<file path="src/gap_pkg.sv">
// Purpose: shared constants, types and helpers for the index gating and edge spacing block
// Assumes: 200 MHz system clock, 8-bit configuration registers
// Notes: times are held in units of 100 ps so that half-step values stay exact
package gap_pkg;

  // timer and counter widths
  localparam int GAP_W = 12;
  localparam int POS_W = 10;

  // register offsets
  localparam logic [7:0] ADDR_ZERO_SYNC = 8'h02;
  localparam logic [7:0] ADDR_OUT_LOGIC = 8'h1D;
  localparam logic [7:0] ADDR_ZERO_POS = 8'h1E;
  localparam logic [7:0] ADDR_GAP = 8'h1F;
  localparam logic [7:0] ADDR_DRIVER = 8'h22;
  localparam logic [7:0] ADDR_TRIM = 8'h25;
  localparam logic [7:0] ADDR_STATUS = 8'h2F;

  // reset values
  localparam logic [7:0] RST_ZERO_SYNC = 8'h00;
  localparam logic [7:0] RST_OUT_LOGIC = 8'h08;
  localparam logic [7:0] RST_ZERO_POS = 8'h00;
  localparam logic [7:0] RST_GAP = 8'h10;
  localparam logic [7:0] RST_DRIVER = 8'h00;
  localparam logic [7:0] RST_TRIM = 8'h05;

  // field positions
  localparam int ZSYNC_BIT = 4;
  localparam int ZPOS_EN_BIT = 7;
  localparam int ZPOS_MSB = 6;
  localparam int GAP_MSB = 7;
  localparam int GAP_LSB = 4;
  localparam int INV_A_BIT = 7;
  localparam int INV_B_BIT = 6;
  localparam int INV_Z_BIT = 5;
  localparam int SWAP_BIT = 4;
  localparam int TRIM_MSB = 2;
  localparam int DRV_MSB = 1;

  // alarm observation setting and position scaling
  localparam logic [9:0] ALARM_ROUTE_MASK = 10'h010;
  localparam logic [2:0] ALARM_ROUTE_HOLD = 3'h0;
  localparam logic [POS_W-1:0] BIG_FACTOR = 10'h0C8;
  localparam int POS_SCALE_SHIFT = 3;

  // drive modes
  localparam logic [1:0] DRV_PUSH_PULL = 2'h0;
  localparam logic [1:0] DRV_HIGH_SIDE = 2'h1;
  localparam logic [1:0] DRV_LOW_SIDE = 2'h2;

  // gap code limits per mode
  localparam logic [3:0] GAP_MIN_QUAD = 4'h1;
  localparam logic [3:0] GAP_MIN_COUNT = 4'h3;

  // timing base
  localparam int CLK_PERIOD_PS = 5000;
  localparam int TIME_UNIT_PS = 100;
  localparam int PERCENT = 100;

  // edge emitter states
  typedef enum logic [2:0] {
    st_idle = 3'h1,
    st_low = 3'h2,
    st_wait = 3'h4
  } edge_state_type;

  // quadrature gap time in 100 ps units
  function automatic int gap_time(input logic [3:0] code);
    case (code)
      4'h1: gap_time = 500;
      4'h2: gap_time = 750;
      4'h3: gap_time = 1000;
      4'h4: gap_time = 1250;
      4'h5: gap_time = 1500;
      4'h6: gap_time = 1750;
      4'h7: gap_time = 2000;
      4'h8: gap_time = 3000;
      4'h9: gap_time = 4000;
      4'hA: gap_time = 6000;
      4'hB: gap_time = 8000;
      4'hC: gap_time = 10000;
      4'hD: gap_time = 12000;
      4'hE: gap_time = 14000;
      default: gap_time = 16000;
    endcase
  endfunction

  // oscillator scale in percent
  function automatic int trim_scale(input logic [2:0] code);
    case (code)
      3'h0: trim_scale = 140;
      3'h1: trim_scale = 130;
      3'h2: trim_scale = 120;
      3'h3: trim_scale = 110;
      3'h4: trim_scale = 105;
      3'h6: trim_scale = 92;
      default: trim_scale = 100;
    endcase
  endfunction

  // gap or low pulse length in clock cycles, rounded up, at least one
  function automatic logic [GAP_W-1:0] gap_cycles(input logic [3:0] code,
                                                  input logic [2:0] trim,
                                                  input logic count_mode);
    int t;
    int cyc;
    logic [3:0] c;
    c = code;
    if (count_mode && c < GAP_MIN_COUNT) begin
      c = GAP_MIN_COUNT;
    end else if (c < GAP_MIN_QUAD) begin
      c = GAP_MIN_QUAD;
    end
    t = gap_time(c);
    if (count_mode) begin
      t = t / 2;
    end
    cyc = (t * trim_scale(trim) * TIME_UNIT_PS + PERCENT * CLK_PERIOD_PS - 1)
          / (PERCENT * CLK_PERIOD_PS);
    if (cyc < 1) begin
      cyc = 1;
    end
    gap_cycles = cyc[GAP_W-1:0];
  endfunction

  // A/B levels of a quarter state: 11, 10, 00, 01
  function automatic logic [1:0] ab_of(input logic [1:0] q);
    ab_of = {~q[1], ~(q[1] ^ q[0])};
  endfunction

endpackage

</file>
<file path="src/gap_timer_if.sv">
// Purpose: link between the edge emitter and its gap timer
// Assumes: both ends on i_clk
// Notes: done is high while no gap is running
`timescale 1ns/1ps
interface gap_timer_if;
  import gap_pkg::*;
  logic load;
  logic [GAP_W-1:0] load_value;
  logic done;
  modport ctrl(output load, output load_value, input done);
  modport timer(input load, input load_value, output done);
endinterface

</file>
<file path="src/index_gating_and_edge_spacing.sv">
// Purpose: index output gating and minimum edge spacing of the incremental outputs
// Assumes: converter steps, phase zero and index channel samples are synchronous to i_clk
// Notes: outputs registered except alarm out (tied low) and A, B, index (XORed with inversion bits after the registers); gap timer: trimmed oscillator counter
`timescale 1ns/1ps
module index_gating_and_edge_spacing
  import gap_pkg::*;
#(
  parameter int IN_W = 8
) (
  // clock, enable and reset
  input wire logic i_clk,
  input wire logic i_clk_en,
  input wire logic i_reset,
  // register port
  input wire logic i_reg_write,
  input wire logic [7:0] i_reg_addr,
  input wire logic [7:0] i_reg_wdata,
  output logic [7:0] o_reg_rdata,
  // converter side
  input wire logic [IN_W-1:0] i_index_pos,
  input wire logic [IN_W-1:0] i_index_neg,
  input wire logic i_step,
  input wire logic i_step_down,
  input wire logic i_phase_zero,
  input wire logic [POS_W-1:0] i_interp_factor,
  input wire logic i_counter_mode,
  // alarm settings and request
  input wire logic [9:0] i_alarm_mask,
  input wire logic [2:0] i_alarm_hold_time,
  input wire logic i_alarm_request,
  // line driver outputs, index 0 = A, 1 = B, 2 = index
  output logic o_channel_a_out,
  output logic o_channel_b_out,
  output logic o_index_out,
  output logic [2:0] o_drive_high_en,
  output logic [2:0] o_drive_low_en,
  // open-drain alarm pin
  output logic o_alarm_out,
  output logic o_alarm_oe
);

  // configuration registers
  logic [7:0] zero_sync_config, output_logic_config, zero_position_mask;
  logic [7:0] transition_gap, driver_config, oscillator_trim;
  // converter tracking and emitter state
  logic raw_index, zero_out, alarm_oe, out_a, out_b, out_z;
  logic [1:0] quarter, emit_q;
  logic [POS_W-1:0] cycle_index;
  logic [2:0] high_en, low_en;
  logic [7:0] rdata;
  edge_state_type state;
  // next values
  logic [7:0] next_zero_sync, next_out_logic, next_zero_pos, next_gap, next_driver, next_trim;
  logic next_raw_index, next_zero_out, next_alarm_oe, next_a, next_b, next_z;
  logic [1:0] next_quarter, next_emit_q, ab;
  logic [POS_W-1:0] next_cycle_index, pos_target;
  logic [2:0] next_high_en, next_low_en, lvl;
  logic [7:0] next_rdata;
  edge_state_type next_state;
  // derived
  logic zero_internal, ab_gate, pos_match, zero_sync_enable, step_up;
  logic [3:0] transition_gap_select;
  logic [1:0] drive_mode_select;
  logic [GAP_W-1:0] gap_now;
  gap_timer_if tif ();

  ////////////////////////////////////////////////////////////////////////////////
  // register writes and registered read data
  always_comb begin
    next_zero_sync = zero_sync_config;
    next_out_logic = output_logic_config;
    next_zero_pos = zero_position_mask;
    next_gap = transition_gap;
    next_driver = driver_config;
    next_trim = oscillator_trim;
    if (i_reg_write) begin
      case (i_reg_addr)
        ADDR_ZERO_SYNC: next_zero_sync = i_reg_wdata;
        ADDR_OUT_LOGIC: next_out_logic = i_reg_wdata;
        ADDR_ZERO_POS: next_zero_pos = i_reg_wdata;
        ADDR_GAP: next_gap = i_reg_wdata;
        ADDR_DRIVER: next_driver = i_reg_wdata;
        ADDR_TRIM: next_trim = i_reg_wdata;
        default: ;
      endcase
    end
    case (i_reg_addr)
      ADDR_ZERO_SYNC: next_rdata = zero_sync_config;
      ADDR_OUT_LOGIC: next_rdata = output_logic_config;
      ADDR_ZERO_POS: next_rdata = zero_position_mask;
      ADDR_GAP: next_rdata = transition_gap;
      ADDR_DRIVER: next_rdata = driver_config;
      ADDR_TRIM: next_rdata = oscillator_trim;
      ADDR_STATUS: next_rdata = {raw_index, zero_internal, zero_out, 3'h0, emit_q};
      default: next_rdata = 8'h00;
    endcase
  end

  // setting fields
  assign zero_sync_enable = zero_sync_config[ZSYNC_BIT];
  assign transition_gap_select = transition_gap[GAP_MSB:GAP_LSB];
  assign drive_mode_select = driver_config[DRV_MSB:0];
  // gap or low pulse length scaled by the trim
  assign gap_now = gap_cycles(transition_gap_select, oscillator_trim[TRIM_MSB:0],
                              i_counter_mode);

  ////////////////////////////////////////////////////////////////////////////////
  // converter tracking: raw index compare, quarter state and cycle index
  always_comb begin
    next_raw_index = (i_index_pos > i_index_neg);
    step_up = !i_step_down;
    next_quarter = quarter;
    next_cycle_index = cycle_index;
    if (i_phase_zero) begin
      next_quarter = '0;
      next_cycle_index = '0;
    end else if (i_step) begin
      next_quarter = step_up ? quarter + 1'b1 : quarter - 1'b1;
      if (step_up && quarter == 2'h3) begin
        next_cycle_index = (cycle_index >= i_interp_factor - 1'b1) ? '0 : cycle_index + 1'b1;
      end else if (!step_up && quarter == 2'h0) begin
        next_cycle_index = (cycle_index == '0) ? i_interp_factor - 1'b1 : cycle_index - 1'b1;
      end
    end
  end

  // zero signal gating
  always_comb begin
    ab_gate = output_logic_config[2'h3 - quarter];
    pos_target = (i_interp_factor >= BIG_FACTOR) ?
      (POS_W'(zero_position_mask[ZPOS_MSB:0]) << POS_SCALE_SHIFT) :
      POS_W'(zero_position_mask[ZPOS_MSB:0]);
    pos_match = !zero_position_mask[ZPOS_EN_BIT] || (cycle_index == pos_target);
    zero_internal = raw_index && ab_gate && pos_match;
  end

  ////////////////////////////////////////////////////////////////////////////////
  // edge emitter: one pending step at a time, spaced by the gap timer
  always_comb begin
    next_state = state;
    next_emit_q = emit_q;
    next_a = out_a;
    next_b = out_b;
    ab = 2'h0;
    next_zero_out = zero_sync_enable ? zero_out : zero_internal;
    tif.load = 1'b0;
    tif.load_value = gap_now;
    case (state)
      st_idle: begin
        if (tif.done && emit_q != quarter) begin
          next_emit_q = (quarter - emit_q == 2'h3) ? emit_q - 1'b1 : emit_q + 1'b1;
          tif.load = 1'b1;
          if (zero_sync_enable) begin
            next_zero_out = zero_internal;
          end
          if (i_counter_mode) begin
            next_a = (quarter - emit_q != 2'h3); // direction level
            next_b = 1'b0;
            next_state = st_low;
          end else begin
            ab = ab_of(next_emit_q);
            next_a = output_logic_config[SWAP_BIT] ? ab[0] : ab[1];
            next_b = output_logic_config[SWAP_BIT] ? ab[1] : ab[0];
            next_state = st_wait;
          end
        end
      end
      st_low: begin
        if (tif.done) begin
          next_b = 1'b1;
          tif.load = 1'b1;
          next_state = st_wait;
        end
      end
      st_wait: begin
        if (tif.done) begin
          next_state = st_idle;
        end
      end
      default: next_state = st_idle;
    endcase
  end

  // output levels, drive enables and alarm pin
  always_comb begin
    next_z = next_zero_out;
    lvl = {next_z ^ output_logic_config[INV_Z_BIT], next_b ^ output_logic_config[INV_B_BIT],
           next_a ^ output_logic_config[INV_A_BIT]};
    case (drive_mode_select)
      DRV_PUSH_PULL: begin
        next_high_en = lvl;
        next_low_en = ~lvl;
      end
      DRV_HIGH_SIDE: begin
        next_high_en = lvl;
        next_low_en = 3'h0;
      end
      DRV_LOW_SIDE: begin
        next_high_en = 3'h0;
        next_low_en = ~lvl;
      end
      default: begin
        next_high_en = 3'h0;
        next_low_en = 3'h0;
      end
    endcase
    if (i_alarm_mask == ALARM_ROUTE_MASK && i_alarm_hold_time == ALARM_ROUTE_HOLD) begin
      next_alarm_oe = !raw_index;
    end else begin
      next_alarm_oe = i_alarm_request;
    end
  end

  ////////////////////////////////////////////////////////////////////////////////
  // state registers
  always_ff @(posedge i_clk or posedge i_reset) begin
    if (i_reset) begin
      zero_sync_config <= RST_ZERO_SYNC;
      output_logic_config <= RST_OUT_LOGIC;
      zero_position_mask <= RST_ZERO_POS;
      transition_gap <= RST_GAP;
      driver_config <= RST_DRIVER;
      oscillator_trim <= RST_TRIM;
      rdata <= 8'h00;
      raw_index <= 1'b0;
      quarter <= 2'h0;
      cycle_index <= '0;
      state <= st_idle;
      emit_q <= 2'h0;
      out_a <= 1'b1;
      out_b <= 1'b1;
      out_z <= 1'b0;
      zero_out <= 1'b0;
      high_en <= 3'h0;
      low_en <= 3'h0;
      alarm_oe <= 1'b0;
    end else if (i_clk_en) begin
      zero_sync_config <= next_zero_sync;
      output_logic_config <= next_out_logic;
      zero_position_mask <= next_zero_pos;
      transition_gap <= next_gap;
      driver_config <= next_driver;
      oscillator_trim <= next_trim;
      rdata <= next_rdata;
      raw_index <= next_raw_index;
      quarter <= next_quarter;
      cycle_index <= next_cycle_index;
      state <= next_state;
      emit_q <= next_emit_q;
      out_a <= next_a;
      out_b <= next_b;
      out_z <= next_z;
      zero_out <= next_zero_out;
      high_en <= next_high_en;
      low_en <= next_low_en;
      alarm_oe <= next_alarm_oe;
    end
  end

  // gap timer
  gap_timer u_gap_timer (
    .i_clk(i_clk),
    .i_reset(i_reset),
    .i_clk_en(i_clk_en),
    .tif(tif.timer)
  );

  // outputs
  assign o_reg_rdata = rdata;
  assign o_channel_a_out = out_a ^ output_logic_config[INV_A_BIT];
  assign o_channel_b_out = out_b ^ output_logic_config[INV_B_BIT];
  assign o_index_out = out_z ^ output_logic_config[INV_Z_BIT];
  assign o_drive_high_en = high_en;
  assign o_drive_low_en = low_en;
  assign o_alarm_out = 1'b0;
  assign o_alarm_oe = alarm_oe;

  ////////////////////////////////////////////////////////////////////////////////
  // checks: cycles since the last emitted step, saturated out of reset
  // so that the first step after reset is not held against a gap
  logic [GAP_W-1:0] edge_age;
  always_ff @(posedge i_clk or posedge i_reset) begin
    if (i_reset) begin
      edge_age <= '1;
    end else if (i_clk_en) begin
      edge_age <= (next_emit_q != emit_q) ? '0 : (&edge_age ? edge_age : edge_age + 1'b1);
    end
  end
endmodule

</file>
<file path="src/gap_timer.sv">
// Purpose: trimmed gap oscillator counter for edge spacing
// Assumes: load value already scaled by the oscillator trim
// Notes: done rises once the loaded number of cycles has elapsed
`timescale 1ns/1ps
module gap_timer
  import gap_pkg::*;
(
  // clock and reset
  input wire logic i_clk,
  input wire logic i_reset,
  input wire logic i_clk_en,
  // timer link
  gap_timer_if.timer tif
);

  logic [GAP_W-1:0] count;
  logic [GAP_W-1:0] next_count;

  ////////////////////////////////////////////////////////////////////////////////
  // count down from the loaded gap
  always_comb begin
    next_count = count;
    if (tif.load) begin
      next_count = tif.load_value;
    end else if (count != '0) begin
      next_count = count - 1'b1;
    end
  end

  always_ff @(posedge i_clk or posedge i_reset) begin
    if (i_reset) begin
      count <= '0;
    end else if (i_clk_en) begin
      count <= next_count;
    end
  end

  assign tif.done = (count == '0);
endmodule

</file>
<file path="config.mk">
export PLATFORM = sky130hd
export DESIGN_NAME = index_gating_and_edge_spacing
export DESIGN_NICKNAME = d
export VERILOG_FILES = /design/src/gap_pkg.sv /design/src/gap_timer_if.sv /design/src/index_gating_and_edge_spacing.sv /design/src/gap_timer.sv
export SDC_FILE = /design/constraint.sdc
export NUM_CORES = 1
export LEC_CHECK = 0
export ABC_AREA = 1
export ABC_CLOCK_PERIOD_IN_PS = 30800
export BUFFER_PORTS_ARGS = -buffer_cell sky130_fd_sc_hd__clkbuf_2
export CORE_UTILIZATION = 25
export DETAILED_ROUTE_END_ITERATION = 6
export HOLD_SLACK_MARGIN = 0.15
export PLACE_DENSITY = 0.41
export RECOVER_POWER = 25
export SLEW_MARGIN = 40
export SYNTH_ARGS = -nofsm -noshare
export SYNTH_HDL_FRONTEND = slang
export SYNTH_SLANG_ARGS = --single-unit
</file>
<file path="constraint.sdc">
create_clock -name i_clk -period 30.8 [get_ports i_clk]
set_input_delay 3.08 -clock i_clk [delete_from_list [all_inputs] [get_ports i_clk]]
set_output_delay 3.08 -clock i_clk [all_outputs]
set_load 0.02 [all_outputs]
</file>
=== Yosys cells after proc, flatten, opt, wreduce, memory -nomap -nowiden ===
Memory sizes are Yosys's and may differ from the RTL's.
Cells that the tools add are included.

* Input port bits: 64
* Bits in read-only memories: 208
* Output and inout bits: 19
* Memories kept: 1
* Logic and storage cells: 159
* Register bits: 96

{| class="wikitable"
|+ Memory list
! name !! depth !! width !! read ports !! clocked after Yosys merged registers in !! write ports !! RTL line !! source
|-
| (name not given) || 16 || 13 || 1 || 0 || 0 || gap_pkg.sv:69 || <nowiki>case (code)</nowiki>
|}

* Reduce and logical (&&, ||, !) cells: 34
* Mux-type cells: 45
* Divide/modulo/power cells: 1
* Bitwise gates (word level): 11
* Add/subtract/negate cells: 13
* Order comparisons: 7
* Multiply operators: 2
* Equality and inequality tests: 26

{| class="wikitable"
|+ Operators with widths
! cell !! number
|-
| 10-bit 2-to-1 mux || 7
|-
| 8-bit one-hot mux with 7 select lines || 1
|-
| 8-bit one-hot mux with 6 select lines || 1
|-
| 12-bit 2-to-1 mux || 3
|-
| 32-bit by 1-bit adder with 32-bit output || 1
|-
| 32-bit by 20-bit adder with 32-bit output, second input constant || 1
|-
| 32-bit by 20-bit divider with 32-bit output, second input constant || 1
|-
| 32-bit by 2-bit < comparator with 1-bit output, second input constant || 1
|-
| 32-bit by 32-bit multiplier with 32-bit output || 1
|-
| 32-bit by 6-bit multiplier with 30-bit output, second input constant || 1
|-
| 32-bit 2-to-1 mux || 1
|-
| 32-bit by 2-bit subtractor with 32-bit output, second input constant || 1
|-
| 8-bit by 5-bit == test with 1-bit output, second input constant || 3
|-
| 8-bit by 6-bit == test with 1-bit output, second input constant || 3
|-
| 3-bit AND reduction || 8
|-
| 10-bit by 1-bit subtractor with 10-bit output, second input constant || 2
|-
| 3-bit 2-to-1 mux || 6
|-
| 1-bit 2-to-1 mux || 16
|-
| 12-bit zero test || 1
|-
| 12-bit nonzero test || 1
|-
| 12-bit by 1-bit subtractor with 12-bit output, second input constant || 1
|-
| 10-bit by 1-bit adder with 10-bit output, second input constant || 1
|-
| 10-bit == test || 1
|-
| 10-bit by 5-bit == test with 1-bit output, second input constant || 1
|-
| other kinds (38) || 75
|}

=== Logic depth before layout (Yosys ltp) ===
An unclocked memory read counts as a cell.

* Word-level depth: 14
* Gate-level depth with buffers: 215
* Mapped depth without buffers: 209

=== Modules after synthesis ===
A second synthesis with hierarchy kept.

* Cells, all modules: 4,828
* Area, all modules: 27,318.7 sq um

{| class="wikitable"
|+ By module, submodules not included
! module !! area each (sq um) !! instances !! seq. area each (sq um) !! cells each
|-
| index_gating_and_edge_spacing || 26,417.8 || 1 || 2,110.8 || 4,682
|-
| gap_timer || 900.9 || 1 || 300.3 || 146
|}

=== Worst setup path after synthesis ===
No wires, ideal clock.

* Path kind: in2reg
* Start point: input port i_counter_mode
* End point: register u_gap_timer.count[10]
* Cell stages on the path: 197
* Setup time: 122 ps
* Data arrival time: 26,648 ps
* Buffers on the path: 12
* Path slack: 4,030 ps
* Data required time: 30,678 ps
* Cells stage by stage: clkbuf_1 inv_1 o21ai_0 inv_1 ha_1 o21ai_0 inv_1 a21oi_1 inv_1 o21ai_0 inv_1 nand2_1 fa_1 inv_1 fa_1 inv_1 fa_1 fa_1 (+161 left out) ha_1 nor3b_1 inv_1 nor3_1 nand2_1 nor2_1 ha_1 o41ai_1 and3_1 nand4_1 nor3_1 o2111ai_1 inv_1 nand2_1 nor2_2 nand3_2 nand3_1 a21oi_1

* Word-level cells in the longest chain between the ends: 13

{| class="wikitable"
|+ RTL lines
! what !! RTL line !! source
|-
| from (decl) || index_gating_and_edge_spacing.sv:26 || <nowiki>input wire logic i_counter_mode,</nowiki>
|-
| 1-bit logical AND || gap_pkg.sv:109 || <nowiki>if (count_mode && c < GAP_MIN_COUNT) begin</nowiki>
|-
| 4-bit 2-to-1 mux || gap_pkg.sv:109 ||
|-
| memory read 16 x 13 bit || - ||
|-
| 32-bit by 1-bit adder with 32-bit output (no source line) || - ||
|-
| 32-bit 2-to-1 mux * || gap_pkg.sv:115 || <nowiki>if (count_mode) begin</nowiki>
|-
| 32-bit by 32-bit multiplier with 32-bit output * || gap_pkg.sv:118 || <nowiki>cyc = (t * trim_scale(trim) * TIME_UNIT_PS + PERCENT * CLK_PERIOD_PS - 1)</nowiki>
|-
| 32-bit by 6-bit multiplier with 30-bit output * || gap_pkg.sv:118 ||
|-
| 32-bit by 20-bit adder with 32-bit output * || gap_pkg.sv:118 ||
|-
| 32-bit by 2-bit subtractor with 32-bit output * || gap_pkg.sv:118 ||
|-
| 32-bit by 20-bit divider with 32-bit output * || gap_pkg.sv:119 || <nowiki>/ (PERCENT * CLK_PERIOD_PS);</nowiki>
|-
| 32-bit by 2-bit < comparator with 1-bit output || gap_pkg.sv:120 || <nowiki>if (cyc < 1) begin</nowiki>
|-
| 12-bit 2-to-1 mux * || gap_pkg.sv:120 ||
|-
| 12-bit 2-to-1 mux * || gap_timer.sv:23 || <nowiki>if (tif.load) begin</nowiki>
|-
| to (signal assigned) || gap_timer.sv:34 || <nowiki>count <= next_count;</nowiki>
|-
| to (decl) || gap_timer.sv:16 || <nowiki>logic [GAP_W-1:0] count;</nowiki>
|}

Every way passes the cells marked *; elsewhere a longest branch is shown, timed or not.
A chain may end at the register's enable or synchronous reset.

=== Final worst setup path ===
* Start point: input port i_counter_mode
* End point: register u_gap_timer.count[8]

The elaborated chain is that of the path after synthesis.

==> impl_metrics.csv <==
group,metric,value,unit
grt,grt_max_degree,71,
clock_tree,cts_tree,"done",
critical_path,worstPathArrival,28.64,ns
grt,grtUsageTotal,0.152,
finish,antenna_cells,0,
critical_path,cp-start-kind,"input port",
logic_synthesis,ys_ff_latch,96,
critical_path,slowest_stage,"fa_1",
clock_tree,clock-root-buffer,"clkbuf_16",
finish,nNetsFinal,5192,
finish,fillers,13091,
floorplan,start_util,0.253,
drt,vias,28882,
clock_tree,clockBufferDepth,2,
clock_tree,numCtsBuffers,9,
logic_synthesis,async_reset_ff_frac,1.00,
logic_synthesis,yosysSeqAreaShare,0.0829,
finish,final_cell_mix,"1301 x nand2_1, 633 x inv_1, 437 x nand3_1",
drt,drt_first_pass_iters,6,
logic_synthesis,synth_area_per_cell,6.16,um2
critical_path,critPathMaxFanout,17,
sta,worst_pin_slew,4.09,ns
placement,dp_hpwl,76700,um
logic_synthesis,synth.net_count,5049,
hold_path,holdCritPathClass,"reg -> reg",
finish,flow.area_growth_from_synthesis,11.3,%
run,drv_cap,1,
grt,antenna_found_initial,0,
floorplan,rows,124,
drt,wire_per_inst,14.5,um
logic_synthesis,synth_flop_cell,"dfrtp_1",
sta,finalHoldViolations,0,
status,violations,"max-capacitance violations, max-slew violations",
drt,drc,0,
logic_synthesis,yosysTopAreaCell,"nand2_1",
finish,drive_gt1_frac,0.203,
logic_synthesis,synth_edf_count,0,
drt,antenna_left,0,
sta,max_freq,35.2,MHz
finish,final_cells,6384,
critical_path,criticalPathCategory,"in -> reg",
sta,slew_violations,71,
floorplan,die_x,343,um
clock_tree,clkTransAtPathRegs,0.07,ns
finish,layout.cells.most_common,"nand2_1",
logic_synthesis,synth_cell_types,84,
logic_synthesis,yosys_warnings,0,
placement,place_ws,-0.638,ns
placement,io_buffer_count,81,
sta,relSlewSlack,-1.73,
floorplan,ios,83,
critical_path,max_stage_delay,0.54,ns
logic_synthesis,synth_top_area_share,0.169,
status,outcome,"finished with violations",
logic_synthesis,synthTopCellsByArea,"nand2_1 17%, inv_1 8.2%, dfrtp_1 7.7%",
grt,grt_pass1_vias,27749,
logic_synthesis,synth_cells,4724,
grt,globalRouteOverflowTotal,0,
sta,final.min_clock_period,28.39,ns
critical_path,crit_path_frequent_cell,"nand2_1",
sta,setup_ws,2.41,ns
grt,grt_pass1_wl,148000,um
placement,place_congestion,0.855,
clock_tree,insertion_delay,0.37,ns
drt,viasPerCell,4.52,
drt,drt_iter0_drc,1653,
sta,clock_skew,0.00964,ns
floorplan,die-area,118000,um2
sta,setup_viol,0,
clock_tree,clock_sinks,96,
clock_tree,h-tree-depth,3,
floorplan,coreArea,115000,um2
floorplan,die_y,343,um
logic_synthesis,syn_area,29100,um2
sta,finalCritPeriodShare,0.922,
critical_path,crit_path_end_kind,"flip-flop",
placement,dp_cells,6302,
drt,drt_wl_total,92300,um
critical_path,cp.required,31.05,ns
-- stage by stage --
| stage | TNS, ns | util | hold WS [ns] | area (um2) |
|---|---|---|---|---|
| 2_1_floorplan | 0 | - | 0.453 | 29100 |
| 3_3_place_gp | -4.29 | 0.270 | 0.466 | 31000 |
| 3_5_place_dp | -5.62 | 0.270 | 0.468 | 31000 |
| 4_1_cts | 0 | 0.273 | 0.489 | 31400 |
| 5_1_grt | -0.568 | 0.282 | 0.502 | 32400 |
| 6_report | 0 | 0.282 | 0.483 | 32400 |
-- path summary, 6_finish.rpt --
kind,start,to,slack [ns],depth (start not counted)
worst max-delay path,i_counter_mode,u_gap_timer.count[8],2.41,195
worst min-delay path,o_reg_rdata[1],o_reg_rdata[1],0.48,2
worst max register to register,transition_gap[7],u_gap_timer.count[8],4.37,195
worst min register to register,o_reg_rdata[1],o_reg_rdata[1],0.48,2
max in group asynchronous,i_reset,zero_position_mask[0],23.35,3
min in group asynchronous,i_reset,cycle_index[9],3.00,2
-- timing repair --
action,4_1_cts,5_1_grt
pin swaps,0,25
gates resized for setup,3,79
hold buffers,0,0
gates cloned,0,16
setup buffers,0,50
endpoints found under the setup margin,9,9
-- layout make-up --
class	count	area, um2	share of cell area
clock buffers	12	256	0.00792
clock inverters	4	58.8	0.00182
inverters	729	2810	0.0867
multi-input cells	3819	23400	0.722
flip-flops and latches	96	2410	0.0745
well taps	1512	1890	0.0584
repair buffers	212	1570	0.0485
-- worst max-delay path: cells and delay by family --
family,cells,cell delay [ns]
AND/OR/NAND/NOR,125,14.28
XOR/XNOR,1,0.17
buffers and inverters,33,3.62
AO/OA/AOI/OAI,24,3.12
adder cells (fa/ha/maj),12,4.26
-- logic make-up (layout without fill, tap and decap cells) --
family,Yosys count,count (layout),synth area share
and+or+nand+nor,2924,2938,0.507
buffers and inverters,823,957,0.131
adders and majority gates,261,261,0.134
xor gates and xnor gates,186,186,0.0577
AOI/OAI and AO/OA,433,433,0.0872
DFF,96,96,0.0829
other,1,1,0.000129
-- cell usage after synthesis, types with 16 or more instances --
library cell / number
inv_1: 635
nand4_1: 69
nor3_1: 39
xor2_1: 160
clkbuf_1: 28
buf_6: 16
inv_2: 67
o21ai_0: 182
nand3b_1: 17
nand3_2: 58
nor2_2: 82
nor2_4: 26
nand2_2: 237
dfrtp_1: 89
buf_8: 17
xnor2_1: 21
nand3_1: 440
nor2_1: 447
nand2_4: 143
a21oi_1: 129
ha_1: 176
nand2_1: 1307
fa_1: 85
-- state kept, by name, summed over array words and instances, names as in the netlist, 2 cells and up --
signal and count:
cycle_index 10, driver_config 8, emit_q 2, o_drive_high_en 3, o_drive_low_en 3, o_reg_rdata 8, oscillator_trim 8, output_logic_config 8
quarter 2, state 3, transition_gap 8, u_gap_timer.count 12, zero_position_mask 8, zero_sync_config 8
-- routing by layer --
layer	share of wire	GRT usage	routed length, um	vias up
met4	0.010	0.0172	950	0
met1	0.50	0.217	46500	13237
met2	0.46	0.257	42600	397
met3	0.024	0.00975	2250	48
li1	-	-	-	15200
met5	0	0	0	-
Power is left out: the tool's default activity adds up to more than one toggle a clock period on the data nets, which glitch-free logic cannot reach.
